[config.mk]
export PLATFORM = sky130hd
export DESIGN_NAME = dump_formatter
export DESIGN_NICKNAME = d
export VERILOG_FILES = /design/src/core/formatter_pkg.sv /design/src/core/word_fifo.sv /design/src/core/dump_formatter.sv
export SDC_FILE = /design/constraint.sdc
export NUM_CORES = 2
export LEC_CHECK = 0
export BUFFER_PORTS_ARGS = -buffer_cell sky130_fd_sc_hd__buf_2
export CORE_MARGIN = 2
export CORE_UTILIZATION = 45
export DETAILED_ROUTE_END_ITERATION = 16
export PLACE_DENSITY_LB_ADDON = 0.1
export SLEW_MARGIN = 40
export SYNTH_ARGS = -nofsm -noshare
export SYNTH_HDL_FRONTEND = slang
export SYNTH_SLANG_ARGS = --single-unit
[constraint.sdc]
create_clock -name ref_clk -period 4.65 [get_ports ref_clk]
set_clock_uncertainty 0.05 [all_clocks]
set_input_delay 0.2325 -clock ref_clk [delete_from_list [all_inputs] [get_ports ref_clk]]
set_output_delay 0.2325 -clock ref_clk [all_outputs]
set_load 0.05 [all_outputs]
[src/core/formatter_pkg.sv]
// constants, types and carriers shared by the data dump formatter
// Functional notes
// - temperature channels spread over eight frames
// - second mux sampled each frame, carries temperature
// - 12-bit conversions stored in housekeeping buffer
// - conversions start only on mux enable
// - buffered words read out without gaps
// - digital mux scanned during dump
// - dump opens with fixed sync pattern
// - then time code and status bits
// - deserialize time code, refresh on completion
// - latch time code at dwell start
// - never latch time code mid-update
// - select digital mux, housekeeping or accumulator
// - source switches only at bit boundaries
// - source read strobes aligned to bit clock
// - end-of-accumulation strobe to signal processor
// - data valid rises before first bit
// - device supplies clock, spacecraft samples with it
// - data valid falls after last bit
// - pulled interface needs buffering and filler bits
// - divide orbit into equal latitude increments
// - 38 cycles of 16.508 ms, 5.008 ms pulse
// - two noise-only cycles per dwell
// - accumulator words truncated to 16 bits
package formatter_pkg;
  localparam int CLK_PERIOD_NS    = 4;
  localparam int CYCLE_TIME_NS    = 16508000;
  localparam int PULSE_MAX_NS     = 5008000;
  // cycle time and pulse limit both divide exactly by the clock period
  localparam int CYCLE_CLKS       = CYCLE_TIME_NS / CLK_PERIOD_NS;
  localparam int PULSE_CLKS       = PULSE_MAX_NS / CLK_PERIOD_NS;
  localparam int CYCLES_PER_DWELL = 38;
  localparam int NOISE_CYCLES     = 2;
  localparam int TEMP_FRAMES      = 8;
  localparam int HK_CHANS         = 8;
  localparam int SETTLE_CLKS      = 16;
  localparam int BIT_HALF_CLKS    = 4;
  localparam int SP_WORDS         = 25;
  localparam int FIFO_DEPTH       = 16;
  localparam int LAT_INCREMENTS   = 128;
  localparam int LAT_BITS         = 8;
  localparam int TC_BITS          = 32;
  localparam int STATUS_BITS      = 16;
  localparam int ADC_BITS         = 12;
  localparam int SP_IN_BITS       = 20;
  localparam int SP_OUT_BITS      = 16;
  localparam int SYNC_BITS        = 32;
  localparam logic [31:0] SYNC_PATTERN = 32'hfe6b_2840;

  // dump sections in transmission order
  typedef enum logic [2:0] {
    SEC_SYNC = 3'h0,
    SEC_TC   = 3'h1,
    SEC_STAT = 3'h2,
    SEC_HK   = 3'h3,
    SEC_SP   = 3'h4,
    SEC_DONE = 3'h5
  } section_e;

  // serial link toward the spacecraft
  typedef struct packed {
    logic ser_clk;
    logic ser_data;
    logic data_valid;
  } link_out_s;

  // serial time code from the spacecraft
  typedef struct packed {
    logic clk;
    logic data;
    logic gate;
  } tc_link_s;

  // transmit/receive timing outputs
  typedef struct packed {
    logic transmit;
    logic noise_only;
    logic end_accum;
  } timing_s;
endpackage

[src/core/word_fifo.sv]
// parameterised word fifo with valid/ready on both sides
`timescale 1ns/1ps
module word_fifo #(
  parameter int W     = 20,
  parameter int DEPTH = 16
) (
  input  wire logic         ref_clk,
  input  wire logic         nrst,
  input  wire logic         in_valid,
  output logic              in_ready,
  input  wire logic [W-1:0] in_data,
  output logic              out_valid,
  input  wire logic         out_ready,
  output logic [W-1:0]      out_data
);
  localparam int AW = $clog2(DEPTH);

  // depth must be a power of two so pointers wrap naturally
  typedef struct packed {
    logic [DEPTH-1:0][W-1:0] mem;
    logic [AW-1:0]           wr;
    logic [AW-1:0]           rd;
    logic [AW:0]             cnt;
    logic                    in_ready;
    logic                    out_valid;
  } state_s;

  state_s r;
  state_s next_r;

  assign in_ready  = r.in_ready;
  assign out_valid = r.out_valid;
  assign out_data  = r.mem[r.rd];

  ////////////////////////////////////////////////////////////////////////////
  // push and pop; flags registered from the next count
  always_comb begin
    logic push;
    logic pop;
    push = 1'b0;
    pop = 1'b0;
    next_r = r;
    push = in_valid & r.in_ready;
    pop = out_ready & r.out_valid;
    if (push) begin
      next_r.mem[r.wr] = in_data;
      next_r.wr = r.wr + 1'b1;
    end
    if (pop) begin
      next_r.rd = r.rd + 1'b1;
    end
    if (push & ~pop) begin
      next_r.cnt = r.cnt + 1'b1;
    end else if (pop & ~push) begin
      next_r.cnt = r.cnt - 1'b1;
    end
    // full stalls the source, empty stalls the drain
    next_r.in_ready = (next_r.cnt != (AW+1)'(DEPTH));
    next_r.out_valid = (next_r.cnt != '0);
  end

  // register the whole state
  always_ff @(posedge ref_clk or negedge nrst) begin
    if (!nrst) begin
      r <= '0;
    end else begin
      r <= next_r;
    end
  end
endmodule

[src/core/dump_formatter.sv]
// housekeeping collector, time code latch, timing and serial dump
`timescale 1ns/1ps
module dump_formatter #(
  parameter int CYCLE_CLKS = formatter_pkg::CYCLE_CLKS,
  parameter int PULSE_CLKS = formatter_pkg::PULSE_CLKS,
  parameter int HK_CHANS   = formatter_pkg::HK_CHANS,
  parameter int SP_WORDS   = formatter_pkg::SP_WORDS,
  parameter int BIT_HALF   = formatter_pkg::BIT_HALF_CLKS,
  parameter int SETTLE     = formatter_pkg::SETTLE_CLKS,
  parameter int LAT_INC    = formatter_pkg::LAT_INCREMENTS,
  parameter int FIFO_DEPTH = formatter_pkg::FIFO_DEPTH
) (
  input  wire logic                  ref_clk,
  input  wire logic                  nrst,
  input  wire formatter_pkg::tc_link_s tc_link,
  input  wire logic                  orbit_marker,
  input  wire logic                  mux_enable,
  input  wire logic [15:0]           status_in,
  input  wire logic [11:0]           adc_data,
  input  wire logic                  adc_done,
  input  wire logic                  sp_valid,
  input  wire logic [19:0]           sp_word,
  output logic                       sp_ready,
  output logic                       adc_start,
  output logic [$clog2(HK_CHANS)-1:0] analog_sel,
  output logic [2:0]                 temp_sel,
  output logic [7:0]                 latitude,
  output formatter_pkg::timing_s     timing,
  output formatter_pkg::link_out_s   link
);
  localparam int CW = $clog2(HK_CHANS);

  typedef enum logic [1:0] {
    H_IDLE   = 2'h0,
    H_SETTLE = 2'h1,
    H_CONV   = 2'h2
  } hk_e;

  typedef enum logic [1:0] {
    D_IDLE = 2'h0,
    D_LEAD = 2'h1,
    D_SEND = 2'h2
  } dump_e;

  typedef struct packed {
    formatter_pkg::tc_link_s tc_s1;     // first sync stage only
    formatter_pkg::tc_link_s tc_s2;
    formatter_pkg::tc_link_s tc_prev;   // for edge detection
    logic [31:0]             tc_shift;  // incoming serial code
    logic [5:0]              tc_cnt;
    logic [31:0]             tc_par;    // reformatted parallel code
    logic                    tc_upd;
    logic [31:0]             tc_latch;  // held code sent in dump
    logic                    tc_pend;
    logic                    om_s1;
    logic                    om_s2;
    logic                    om_prev;
    logic                    om_seen;   // a first marker has passed
    logic [47:0]             lat_period;
    logic [47:0]             lat_cnt;
    logic [47:0]             lat_acc;
    logic [7:0]              latitude;
    logic [31:0]             cyc_clk;
    logic [5:0]              dwell_idx;
    formatter_pkg::timing_s  timing;
    hk_e                     hst;
    logic [CW-1:0]           ch;
    logic [2:0]              frame;
    logic [15:0]             settle;
    logic                    adc_start;
    logic                    men_prev;
    logic [HK_CHANS-1:0][11:0] hk_mem;
    dump_e                   dst;
    formatter_pkg::section_e sec;
    logic [4:0]              word;
    logic [5:0]              bit_left;
    logic [31:0]             shreg;
    logic [15:0]             div;
    logic [15:0]             status_snap;
    formatter_pkg::link_out_s link;
  } state_s;

  state_s      r;
  state_s      next_r;
  logic        pop;        // accumulator read strobe
  logic        fifo_valid;
  logic [19:0] fifo_data;

  ////////////////////////////////////////////////////////////////////////////
  // accumulator words queue here so the processor can run ahead
  word_fifo #(
    .W     (formatter_pkg::SP_IN_BITS),
    .DEPTH (FIFO_DEPTH)
  ) u_fifo (
    .ref_clk   (ref_clk),
    .nrst      (nrst),
    .in_valid  (sp_valid),
    .in_ready  (sp_ready),
    .in_data   (sp_word),
    .out_valid (fifo_valid),
    .out_ready (pop),
    .out_data  (fifo_data)
  );

  // words in each dump section
  function automatic logic [4:0] sec_words(formatter_pkg::section_e s);
    unique case (s)
      formatter_pkg::SEC_HK: sec_words = 5'(HK_CHANS);
      formatter_pkg::SEC_SP: sec_words = 5'(SP_WORDS);
      default:               sec_words = 5'h1;
    endcase
  endfunction

  // bits per word in each dump section
  function automatic logic [5:0] sec_width(formatter_pkg::section_e s);
    unique case (s)
      formatter_pkg::SEC_SYNC: sec_width = 6'(formatter_pkg::SYNC_BITS);
      formatter_pkg::SEC_TC:   sec_width = 6'(formatter_pkg::TC_BITS);
      formatter_pkg::SEC_STAT: sec_width = 6'(formatter_pkg::STATUS_BITS);
      formatter_pkg::SEC_HK:   sec_width = 6'(formatter_pkg::ADC_BITS);
      formatter_pkg::SEC_SP:   sec_width = 6'(formatter_pkg::SP_OUT_BITS);
      default:                 sec_width = 6'h1;
    endcase
  endfunction

  assign adc_start  = r.adc_start;
  assign analog_sel = r.ch;
  assign temp_sel   = r.frame;
  assign latitude   = r.latitude;
  assign timing     = r.timing;
  assign link       = r.link;

  ////////////////////////////////////////////////////////////////////////////
  // next state of the whole block
  always_comb begin
    logic        dwell_end;
    logic        tc_rise;
    logic        tc_gate_fall;
    logic        bnd;
    logic [31:0] w;
    dwell_end = 1'b0;
    tc_rise = 1'b0;
    tc_gate_fall = 1'b0;
    bnd = 1'b0;
    w = '0;
    next_r = r;
    pop = 1'b0;
    next_r.timing.end_accum = 1'b0;
    next_r.adc_start = 1'b0;
    next_r.tc_upd = 1'b0;

    // time code pins pass two stages before any logic looks at them
    next_r.tc_s1 = tc_link;
    next_r.tc_s2 = r.tc_s1;
    next_r.tc_prev = r.tc_s2;
    tc_rise = r.tc_s2.clk & ~r.tc_prev.clk;
    tc_gate_fall = r.tc_prev.gate & ~r.tc_s2.gate;
    if (r.tc_s2.gate & ~r.tc_prev.gate) begin
      next_r.tc_cnt = '0;
    end else if (tc_rise & r.tc_s2.gate) begin
      next_r.tc_shift = {r.tc_shift[30:0], r.tc_s2.data};
      next_r.tc_cnt = r.tc_cnt + 6'h1;
    end
    // short codes are discarded, parallel word keeps last good one
    if (tc_gate_fall && r.tc_cnt == 6'(formatter_pkg::TC_BITS)) begin
      next_r.tc_par = r.tc_shift;
      next_r.tc_upd = 1'b1;
    end

    // transmit/receive cycle and dwell counting
    if (r.cyc_clk == 32'(CYCLE_CLKS - 1)) begin
      next_r.cyc_clk = '0;
      if (r.dwell_idx == 6'(formatter_pkg::CYCLES_PER_DWELL - 1)) begin
        next_r.dwell_idx = '0;
        dwell_end = 1'b1;
      end else begin
        next_r.dwell_idx = r.dwell_idx + 6'h1;
      end
    end else begin
      next_r.cyc_clk = r.cyc_clk + 32'h1;
    end
    // last cycles of each dwell carry no pulse: noise only
    next_r.timing.noise_only = (next_r.dwell_idx >=
      6'(formatter_pkg::CYCLES_PER_DWELL - formatter_pkg::NOISE_CYCLES));
    // current count, not next: the first pulse after reset is full length
    next_r.timing.transmit = ~next_r.timing.noise_only &&
      (r.cyc_clk < 32'(PULSE_CLKS));
    next_r.timing.end_accum = dwell_end;

    // capture at dwell start; wait while a code is arriving or landing
    if (dwell_end | r.tc_pend) begin
      if (r.tc_s2.gate | r.tc_upd | next_r.tc_upd) begin
        next_r.tc_pend = 1'b1;
      end else begin
        next_r.tc_latch = r.tc_par;
        next_r.tc_pend = 1'b0;
      end
    end

    // orbit marker: measure the last orbit, step latitude by fractions
    next_r.om_s1 = orbit_marker;
    next_r.om_s2 = r.om_s1;
    next_r.om_prev = r.om_s2;
    if (r.om_s2 & ~r.om_prev) begin
      // reset to first marker is no orbit; keep output at zero until then
      if (r.om_seen) begin
        next_r.lat_period = r.lat_cnt + 48'h1;
      end
      next_r.om_seen = 1'b1;
      next_r.lat_cnt = '0;
      next_r.lat_acc = '0;
      next_r.latitude = '0;
    end else begin
      next_r.lat_cnt = r.lat_cnt + 48'h1;
      // running remainder avoids a hardware divider
      if (r.lat_period != '0) begin
        next_r.lat_acc = r.lat_acc + 48'(LAT_INC);
        if (next_r.lat_acc >= r.lat_period) begin
          next_r.lat_acc = next_r.lat_acc - r.lat_period;
          if (r.latitude != 8'(LAT_INC - 1)) begin
            next_r.latitude = r.latitude + 8'h1;
          end
        end
      end
    end

    // analog housekeeping sequencing
    next_r.men_prev = mux_enable;
    unique case (r.hst)
      H_IDLE: begin
        if (mux_enable & ~r.men_prev) begin
          next_r.hst = H_SETTLE;
          next_r.ch = '0;
          next_r.settle = '0;
        end
      end
      H_SETTLE: begin
        // mux outputs need time before a conversion is started
        if (r.settle == 16'(SETTLE - 1)) begin
          next_r.adc_start = 1'b1;
          next_r.hst = H_CONV;
        end else begin
          next_r.settle = r.settle + 16'h1;
        end
      end
      H_CONV: begin
        if (adc_done) begin
          next_r.hk_mem[r.ch] = adc_data;
          if (r.ch == CW'(HK_CHANS - 1)) begin
            // one temperature input per frame, eight frames per set
            next_r.frame = r.frame + 3'h1;
            next_r.hst = H_IDLE;
          end else begin
            next_r.ch = r.ch + 1'b1;
            next_r.settle = '0;
            next_r.hst = H_SETTLE;
          end
        end
      end
      default: begin
        next_r.hst = H_IDLE;
      end
    endcase

    // serial dump: bit clock low at boundaries, high at mid bit
    bnd = (r.div == 16'(2 * BIT_HALF - 1));
    if (r.dst != D_IDLE) begin
      next_r.div = bnd ? 16'h0 : r.div + 16'h1;
    end
    unique case (r.dst)
      D_IDLE: begin
        // a dwell end during a dump is skipped, accumulators ping-pong
        if (dwell_end) begin
          next_r.dst = D_LEAD;
          next_r.link.data_valid = 1'b1;
          next_r.div = '0;
          next_r.sec = formatter_pkg::SEC_SYNC;
          next_r.word = '0;
          next_r.bit_left = '0;
          next_r.status_snap = status_in;
        end
      end
      D_LEAD: begin
        // one idle bit time with valid high before the first bit
        if (bnd) begin
          next_r.dst = D_SEND;
        end
      end
      D_SEND: begin
        if (r.div == 16'(BIT_HALF - 1)) begin
          next_r.link.ser_clk = 1'b1;
        end
        if (bnd) begin
          next_r.link.ser_clk = 1'b0;
        end
      end
      default: begin
        next_r.dst = D_IDLE;
      end
    endcase

    // every source change and read strobe falls on a bit boundary
    if (bnd && r.dst != D_IDLE) begin
      if (r.dst == D_SEND && r.bit_left != '0) begin
        next_r.shreg = {r.shreg[30:0], 1'b0};
        next_r.link.ser_data = r.shreg[30];
        next_r.bit_left = r.bit_left - 6'h1;
      end else if (r.sec == formatter_pkg::SEC_DONE) begin
        next_r.dst = D_IDLE;
        next_r.link.data_valid = 1'b0;
        next_r.link.ser_data = 1'b0;
      end else begin
        unique case (r.sec)
          formatter_pkg::SEC_SYNC: w = formatter_pkg::SYNC_PATTERN;
          formatter_pkg::SEC_TC:   w = r.tc_latch;
          formatter_pkg::SEC_STAT: w = {r.status_snap, 16'h0};
          formatter_pkg::SEC_HK:   w = {r.hk_mem[r.word[CW-1:0]], 20'h0};
          formatter_pkg::SEC_SP: begin
            // keep the upper bits; empty queue sends zero filler
            pop = fifo_valid;
            w = fifo_valid ? {fifo_data[19:4], 16'h0} : 32'h0;
          end
          default: w = 32'h0;
        endcase
        next_r.shreg = w;
        next_r.link.ser_data = w[31];
        next_r.bit_left = sec_width(r.sec) - 6'h1;
        if (r.word == sec_words(r.sec) - 5'h1) begin
          next_r.word = '0;
          next_r.sec = formatter_pkg::section_e'(r.sec + 3'h1);
        end else begin
          next_r.word = r.word + 5'h1;
        end
      end
    end
  end

  ////////////////////////////////////////////////////////////////////////////
  // single register for the whole state; reset idles the link
  always_ff @(posedge ref_clk or negedge nrst) begin
    if (!nrst) begin
      r <= '0;
    end else begin
      r <= next_r;
    end
  end
endmodule

Yosys cells after proc, flatten, opt, wreduce, memory -nomap -nowiden. Index checks and enable logic that the tools add are counted.

Bits in registers: 849. Latch bits: 0. Bits in writable memories: 0. Memory bits (read-only): 0. Input port bits: 57. Output and inout bits: 22. Word-level logic and storage cells: 260. Memories kept: 0.

Add/sub/neg operators: 20. Multiply operators: 0. Div/mod/pow operators: 0. Order comparisons: 9. Equal/unequal tests: 25. Shift operators: 0. Mux-type cells: 77. Bitwise gates (word level): 23. Reductions and logical operators: 34.

Operators with widths (count): $bwmux 320 (1); $pmux 32 s5 (1); $mux 32 (4); $mux 56 (2); $mux 104 (1); $bwmux 96 (1); $mux 16 (6); $bmux 20 s4 (1); $demux 20 s4 (1); $add 48x1->48 const B (1); $add 48x8->48 const B (1); $ge 48x48->1 (1); $mux 48 (1); $pmux 16 s3 (1); $reduce_bool 48->1 (1); $sub 48x48->48 (1); $mux 46 (1); $mux 6 (7); $mux 20 (2); $mux 38 (1); $bmux 12 s3 (1); $demux 12 s3 (1); $mux 5 (7); $add 16x1->16 const B (2); 55 further kinds (141).

Logic depth before layout (Yosys ltp).
Depth after elaboration: 11. Mapped depth: 25. Mapped depth without buffers: 21.

Modules after synthesis. From an unflattened synthesis, not the netlist that was laid out.

Cells, all modules: 3665. Area, all modules: 41803.8 um^2.

Modules (own cells, without submodules): dump_formatter (times used 1, cells each 2702, area an instance 26711.9 um^2, seq. area each 12837.3 um^2); word_fifo (times used 1, cells each 963, area an instance 15092.0 um^2, seq. area each 8383.0 um^2).

Worst setup path after synthesis. Ideal clock, no wire load.

Kind: register to register. From: reg r[261] in the netlist's numbering. To: reg r[283] in the netlist's numbering. Data arrival time: 4.186 ns. Slack: 0.282 ns. Cell stages (with the launch flop): 26. Buffers on the path: 4. Path through: dfrtp_1 > ha_1 > and4_1 > nand2_1 > nor2_1 > nand3_1 > nor2_2 > and2_0 > buf_2 > nand3_1 > xnor2_1 > ha_1 > clkbuf_1 > a21o_1 > a21o_1 > a21oi_1 > o21ai_0 > nand3_1 > nand2_1 > a211oi_2 > buf_2 > buf_2 > mux2i_1 > nor2_1 > a21oi_1 > nor2_1.

Longest elaborated chain between the ends: 5. Elaborated cells on any way between the ends: 6.

RTL lines: from (decl) (RTL line dump_formatter.sv:83) `state_s r;`; from (signal assigned) (RTL line dump_formatter.sv:344) `r <= next_r;`; $add 48x8->48 (*) (RTL line dump_formatter.sv:217) `next_r.lat_acc = r.lat_acc + 48'(LAT_INC);`; $sub 48x48->48 / $ge 48x48->1 (equally long branches) (RTL line dump_formatter.sv:219, dump_formatter.sv:218); $mux 56 (*) (RTL line dump_formatter.sv:218) `if (next_r.lat_acc >= r.lat_period) begin`; $mux 56 (*) (RTL line dump_formatter.sv:216) `if (r.lat_period != '0) begin`; $mux 104 (*) (RTL line dump_formatter.sv:204) `if (r.om_s2 & ~r.om_prev) begin`.

Mark *: on every way between the ends. The rest lies on a longest branch, timed or not. The select of a mux whose other input is x is not followed. A chain may end at the register's enable or synchronous reset.

Worst setup path after layout.
From: reg r[261] in the netlist's numbering. To: reg r[280] in the netlist's numbering.

Same word-level chain as after synthesis.

==> out/results.tsv <==
metric	value	unit
max_slew headroom	46.3	%
first-pass GRT wire length	154000	um
vias	27100	
H-tree depth	3	
Routed WL	95400	um
drt pass-1 iters	5	
top sig layer	met5	
# diodes	0	
clk_lat worst skew	0.65	ns
1st-iter DRT viols	1888	
Sw Pwr	8.03	mW
placed cells	4648	
CP delay by family, top	simple AND/OR/NAND/NOR gates	
Max Slew Vio Count	0	
Clk pwr share	29.3	%
number of cells in the finished layout apart from fillers	4864	
core area	85400	um2
Synth warnings	0	
Slew @ Worst Pin	0.805	ns
Worst Hold Class	in2async	
Netlist cell types	88	
Primary FF master, synth	dfrtp_1	
routability cong.	0.878	
min cycle time layout	4.36	ns
Data required, critical path	5.03	ns
WL met2	45000	um
number of enable flip-flop cells after synthesis	0	
initial antenna violation count	3	
status	completed	
crit end category	flop	
post-synth top area share	50.4	%
main area contributors after synthesis	dfrtp_1 50%, mux2_2 12%, mux4_2 6.0%, nand2_1 5.0%, ha_1 2.6%	
Final Cycle Share	93.8	%
Rows	107	
CTS clk-pin slew, worst paths	0.06	ns
nets@finish	3789	
Overflow after GRT	0	
Switching Share	32.6	%
Syn-to-layout area delta	14.4	%
Seq pwr share	37.3	%
cts bufs inserted	88	
Synth Cell Area	38900	um2
Ports	79	
Die ar.	88900	um2
asr flop ratio synth	100	%
Final ANT Viol Nets	0	
buffer and inverter count on the worst path	3	
Initial Util	45.6	%
Startpoint Class	flop	
Post-DP HPWL	62900	um
Leakage	20.1	nW
Max-Cap Viols	0	
setup TNS	0	ns
Synth area leader	dfrtp_1	
vias in the first global route	28000	
clk sinks	784	
met3 WL	3910	um
CTS Root Cell	clkbuf_16	
Logic pwr share	33.4	%
Worst IR Drop VDD	0.271	mV
Mapped Cells	3539	
# port buffers	74	
register area share after synthesis	50.4	%
worst path arrival time	4.74	ns
slowest CP cell	a211oi_4	
TritonCTS clock tree	yes	
largest net degree at the start of global routing	119	
Cell Chain, Critical Path	ha_2 > and4_4 > nand2_1 > nor2_1 > buf_4 > nand3_2 > nor2_4 > and2_4 > nand3_1 > xnor2_1 > ha_1 > a21o_1 > a21o_1 > a21oi_2 > o21ai_2 > nand3_1 > nand2_1 > a211oi_4 > buf_6 > buf_12 > nor3_1 > a21oi_1 > a211oi_1	
crit path kind	reg2reg	
Pwr Density	553	nW/um2
Fillers	7599	
wire per inst	19.6	um
Max Root-Sink Buffers	3	
share of cells above drive strength 1	23.9	%
Finish-stage setup viols	0	
remaining routing DRC violations	0	
Critical Path Max Stage Delay	0.40	ns
crit path max fanout	19	
wl on met1	43900	um
Fin. Hold Viols	0	
DIE WIDTH	298	um
Pint	16.6	mW
syn nets	3678	
die height	298	um
Yosys reg bits	784	
Vias/cell	5.56	
Avg Cell Area, Syn	11.0	um2
maximum clock rate	229	MHz
total global-route track usage	21.5	%
==> cells by family (layout without fill, tap and decap cells) <==
kind of cell,Yosys count,count (layout),share of synthesized area (%)
buf+inv,317,498,3.37
compound gates,513,513,8.20
simple gates,1134,1134,13.2
mux,514,514,17.8
xor+xnor,195,195,4.40
flops,784,784,50.4
fa+ha+maj,82,82,2.65
==> timing repair <==
action	CTS	global route
cloned	0	1
setup buffers	0	2
hold endpoints to repair	428	0
setup endpoints to repair	1	56
pin swaps	0	6
hold buffers	51	0
gates resized for setup	1	26
==> power groups by stage <==
| stage | registers (mW) | logic (mW) | clock network, mW |
|---|---|---|---|
| finish | 9.20 | 8.24 | 7.21 |
| floorplan | 9.02 | 5.89 | 0 |
| global placement | 9.16 | 7.84 | 0 |
| global route | 9.38 | 9.06 | 7.68 |
| detailed placement | 9.29 | 8.03 | 0 |
| CTS | 9.18 | 8.12 | 7.40 |
==> placed cells by master (no fill, tap or decap), types with 9 or more instances in the layout <==
master         count
a211oi_1           9
a21o_1            35
a21oi_1          113
a221oi_1          29
a31oi_1           34
and2_1             9
and3_1            40
and4_1            10
buf_12            11
buf_2             73
buf_4             88
bufinv_16          9
clkbuf_1          27
clkbuf_16         89
clkbuf_8          21
dfrtp_1          779
dlygate4sd3_1     51
ha_1              78
inv_1            109
mux2_2           400
mux2i_1           10
mux4_2           104
nand2_1          515
nand2b_1          16
nand3_1          101
nand4_1           47
nor2_1           256
nor2b_1           13
nor3_1            29
nor4_1            21
o211ai_1           9
o21ai_0          187
o221ai_1          16
o31ai_1           14
xnor2_1           94
xor2_1            97
==> layout make-up <==
cell class | count | area, um2 | area share, %
Sequential cell | 784 | 19600 | 44.1
Multi-Input combinational cell | 2438 | 18200 | 40.9
Clock buffer | 136 | 2590 | 5.82
Timing Repair Buffer | 228 | 1850 | 4.14
Tap cell | 1144 | 1430 | 3.21
Clock inverter | 24 | 439 | 0.985
Inverter | 110 | 413 | 0.926
==> state kept, by name, indices dropped and copies added (netlist names) <==
name	count
analog_sel	3
link	3
temp_sel	3
u_fifo.in_ready	1
r	484
u_fifo.out_valid	1
latitude	8
timing	3
adc_start	1
u_fifo.r	269
next_r	8
==> layer usage <==
| metal | global-route usage, % | up-vias |
|---|---|---|
| met5 | 0 | - |
| met3 | 3.30 | 157 |
| met2 | 34.9 | 520 |
| met1 | 30.0 | 13700 |
| met4 | 6.39 | 4 |
| li1 | - | 12700 |
==> final timing paths <==
path	slack [ns]	cells past startpoint	endpoint	startpoint
worst max-delay path	0.29	23	r[280]	r[261]
worst min-delay path	0.03	2	temp_sel[2]	nrst
worst max register to register	0.29	23	r[280]	r[261]
worst min register to register	0.30	0	next_r[508]	next_r[511]
max in group asynchronous	3.05	4	r[285]	nrst
min in group ref_clk	0.13	3	u_fifo.r[11]	sp_valid
==> stage by stage <==
| step | worst slack (ns) | instance area [um2] | total power [mW] | hold WS, ns | utilization (%) |
|---|---|---|---|---|---|
| 2_1_floorplan | 0.282 | 38900 | 14.9 | -0.113 | - |
| 3_3_place_gp | 0.0415 | 40800 | 17.0 | 0.294 | 47.8 |
| 6_report | 0.286 | 44600 | 24.7 | 0.0253 | 52.2 |
| 5_1_grt | -0.0285 | 44600 | 26.1 | 0.0335 | 52.2 |
| 3_5_place_dp | 0.00995 | 40800 | 17.3 | 0.290 | 47.8 |
| 4_1_cts | 0.0419 | 44400 | 24.7 | 0.103 | 51.9 |
==> Yosys cell counts (19+ instances only) <==
| cell type | number |
|---|---|
| a21o_1 | 35 |
| a21oi_1 | 114 |
| a221oi_1 | 29 |
| a31oi_1 | 34 |
| and3_1 | 42 |
| buf_2 | 19 |
| buf_4 | 22 |
| clkbuf_1 | 150 |
| dfrtp_1 | 784 |
| ha_1 | 81 |
| inv_1 | 109 |
| mux2_2 | 400 |
| mux4_2 | 104 |
| nand2_1 | 523 |
| nand3_1 | 103 |
| nand4_1 | 47 |
| nor2_1 | 258 |
| nor3_1 | 32 |
| nor4_1 | 24 |
| o21ai_0 | 189 |
| xnor2_1 | 96 |
| xor2_1 | 98 |
Power figures use the tool's default switching activity.
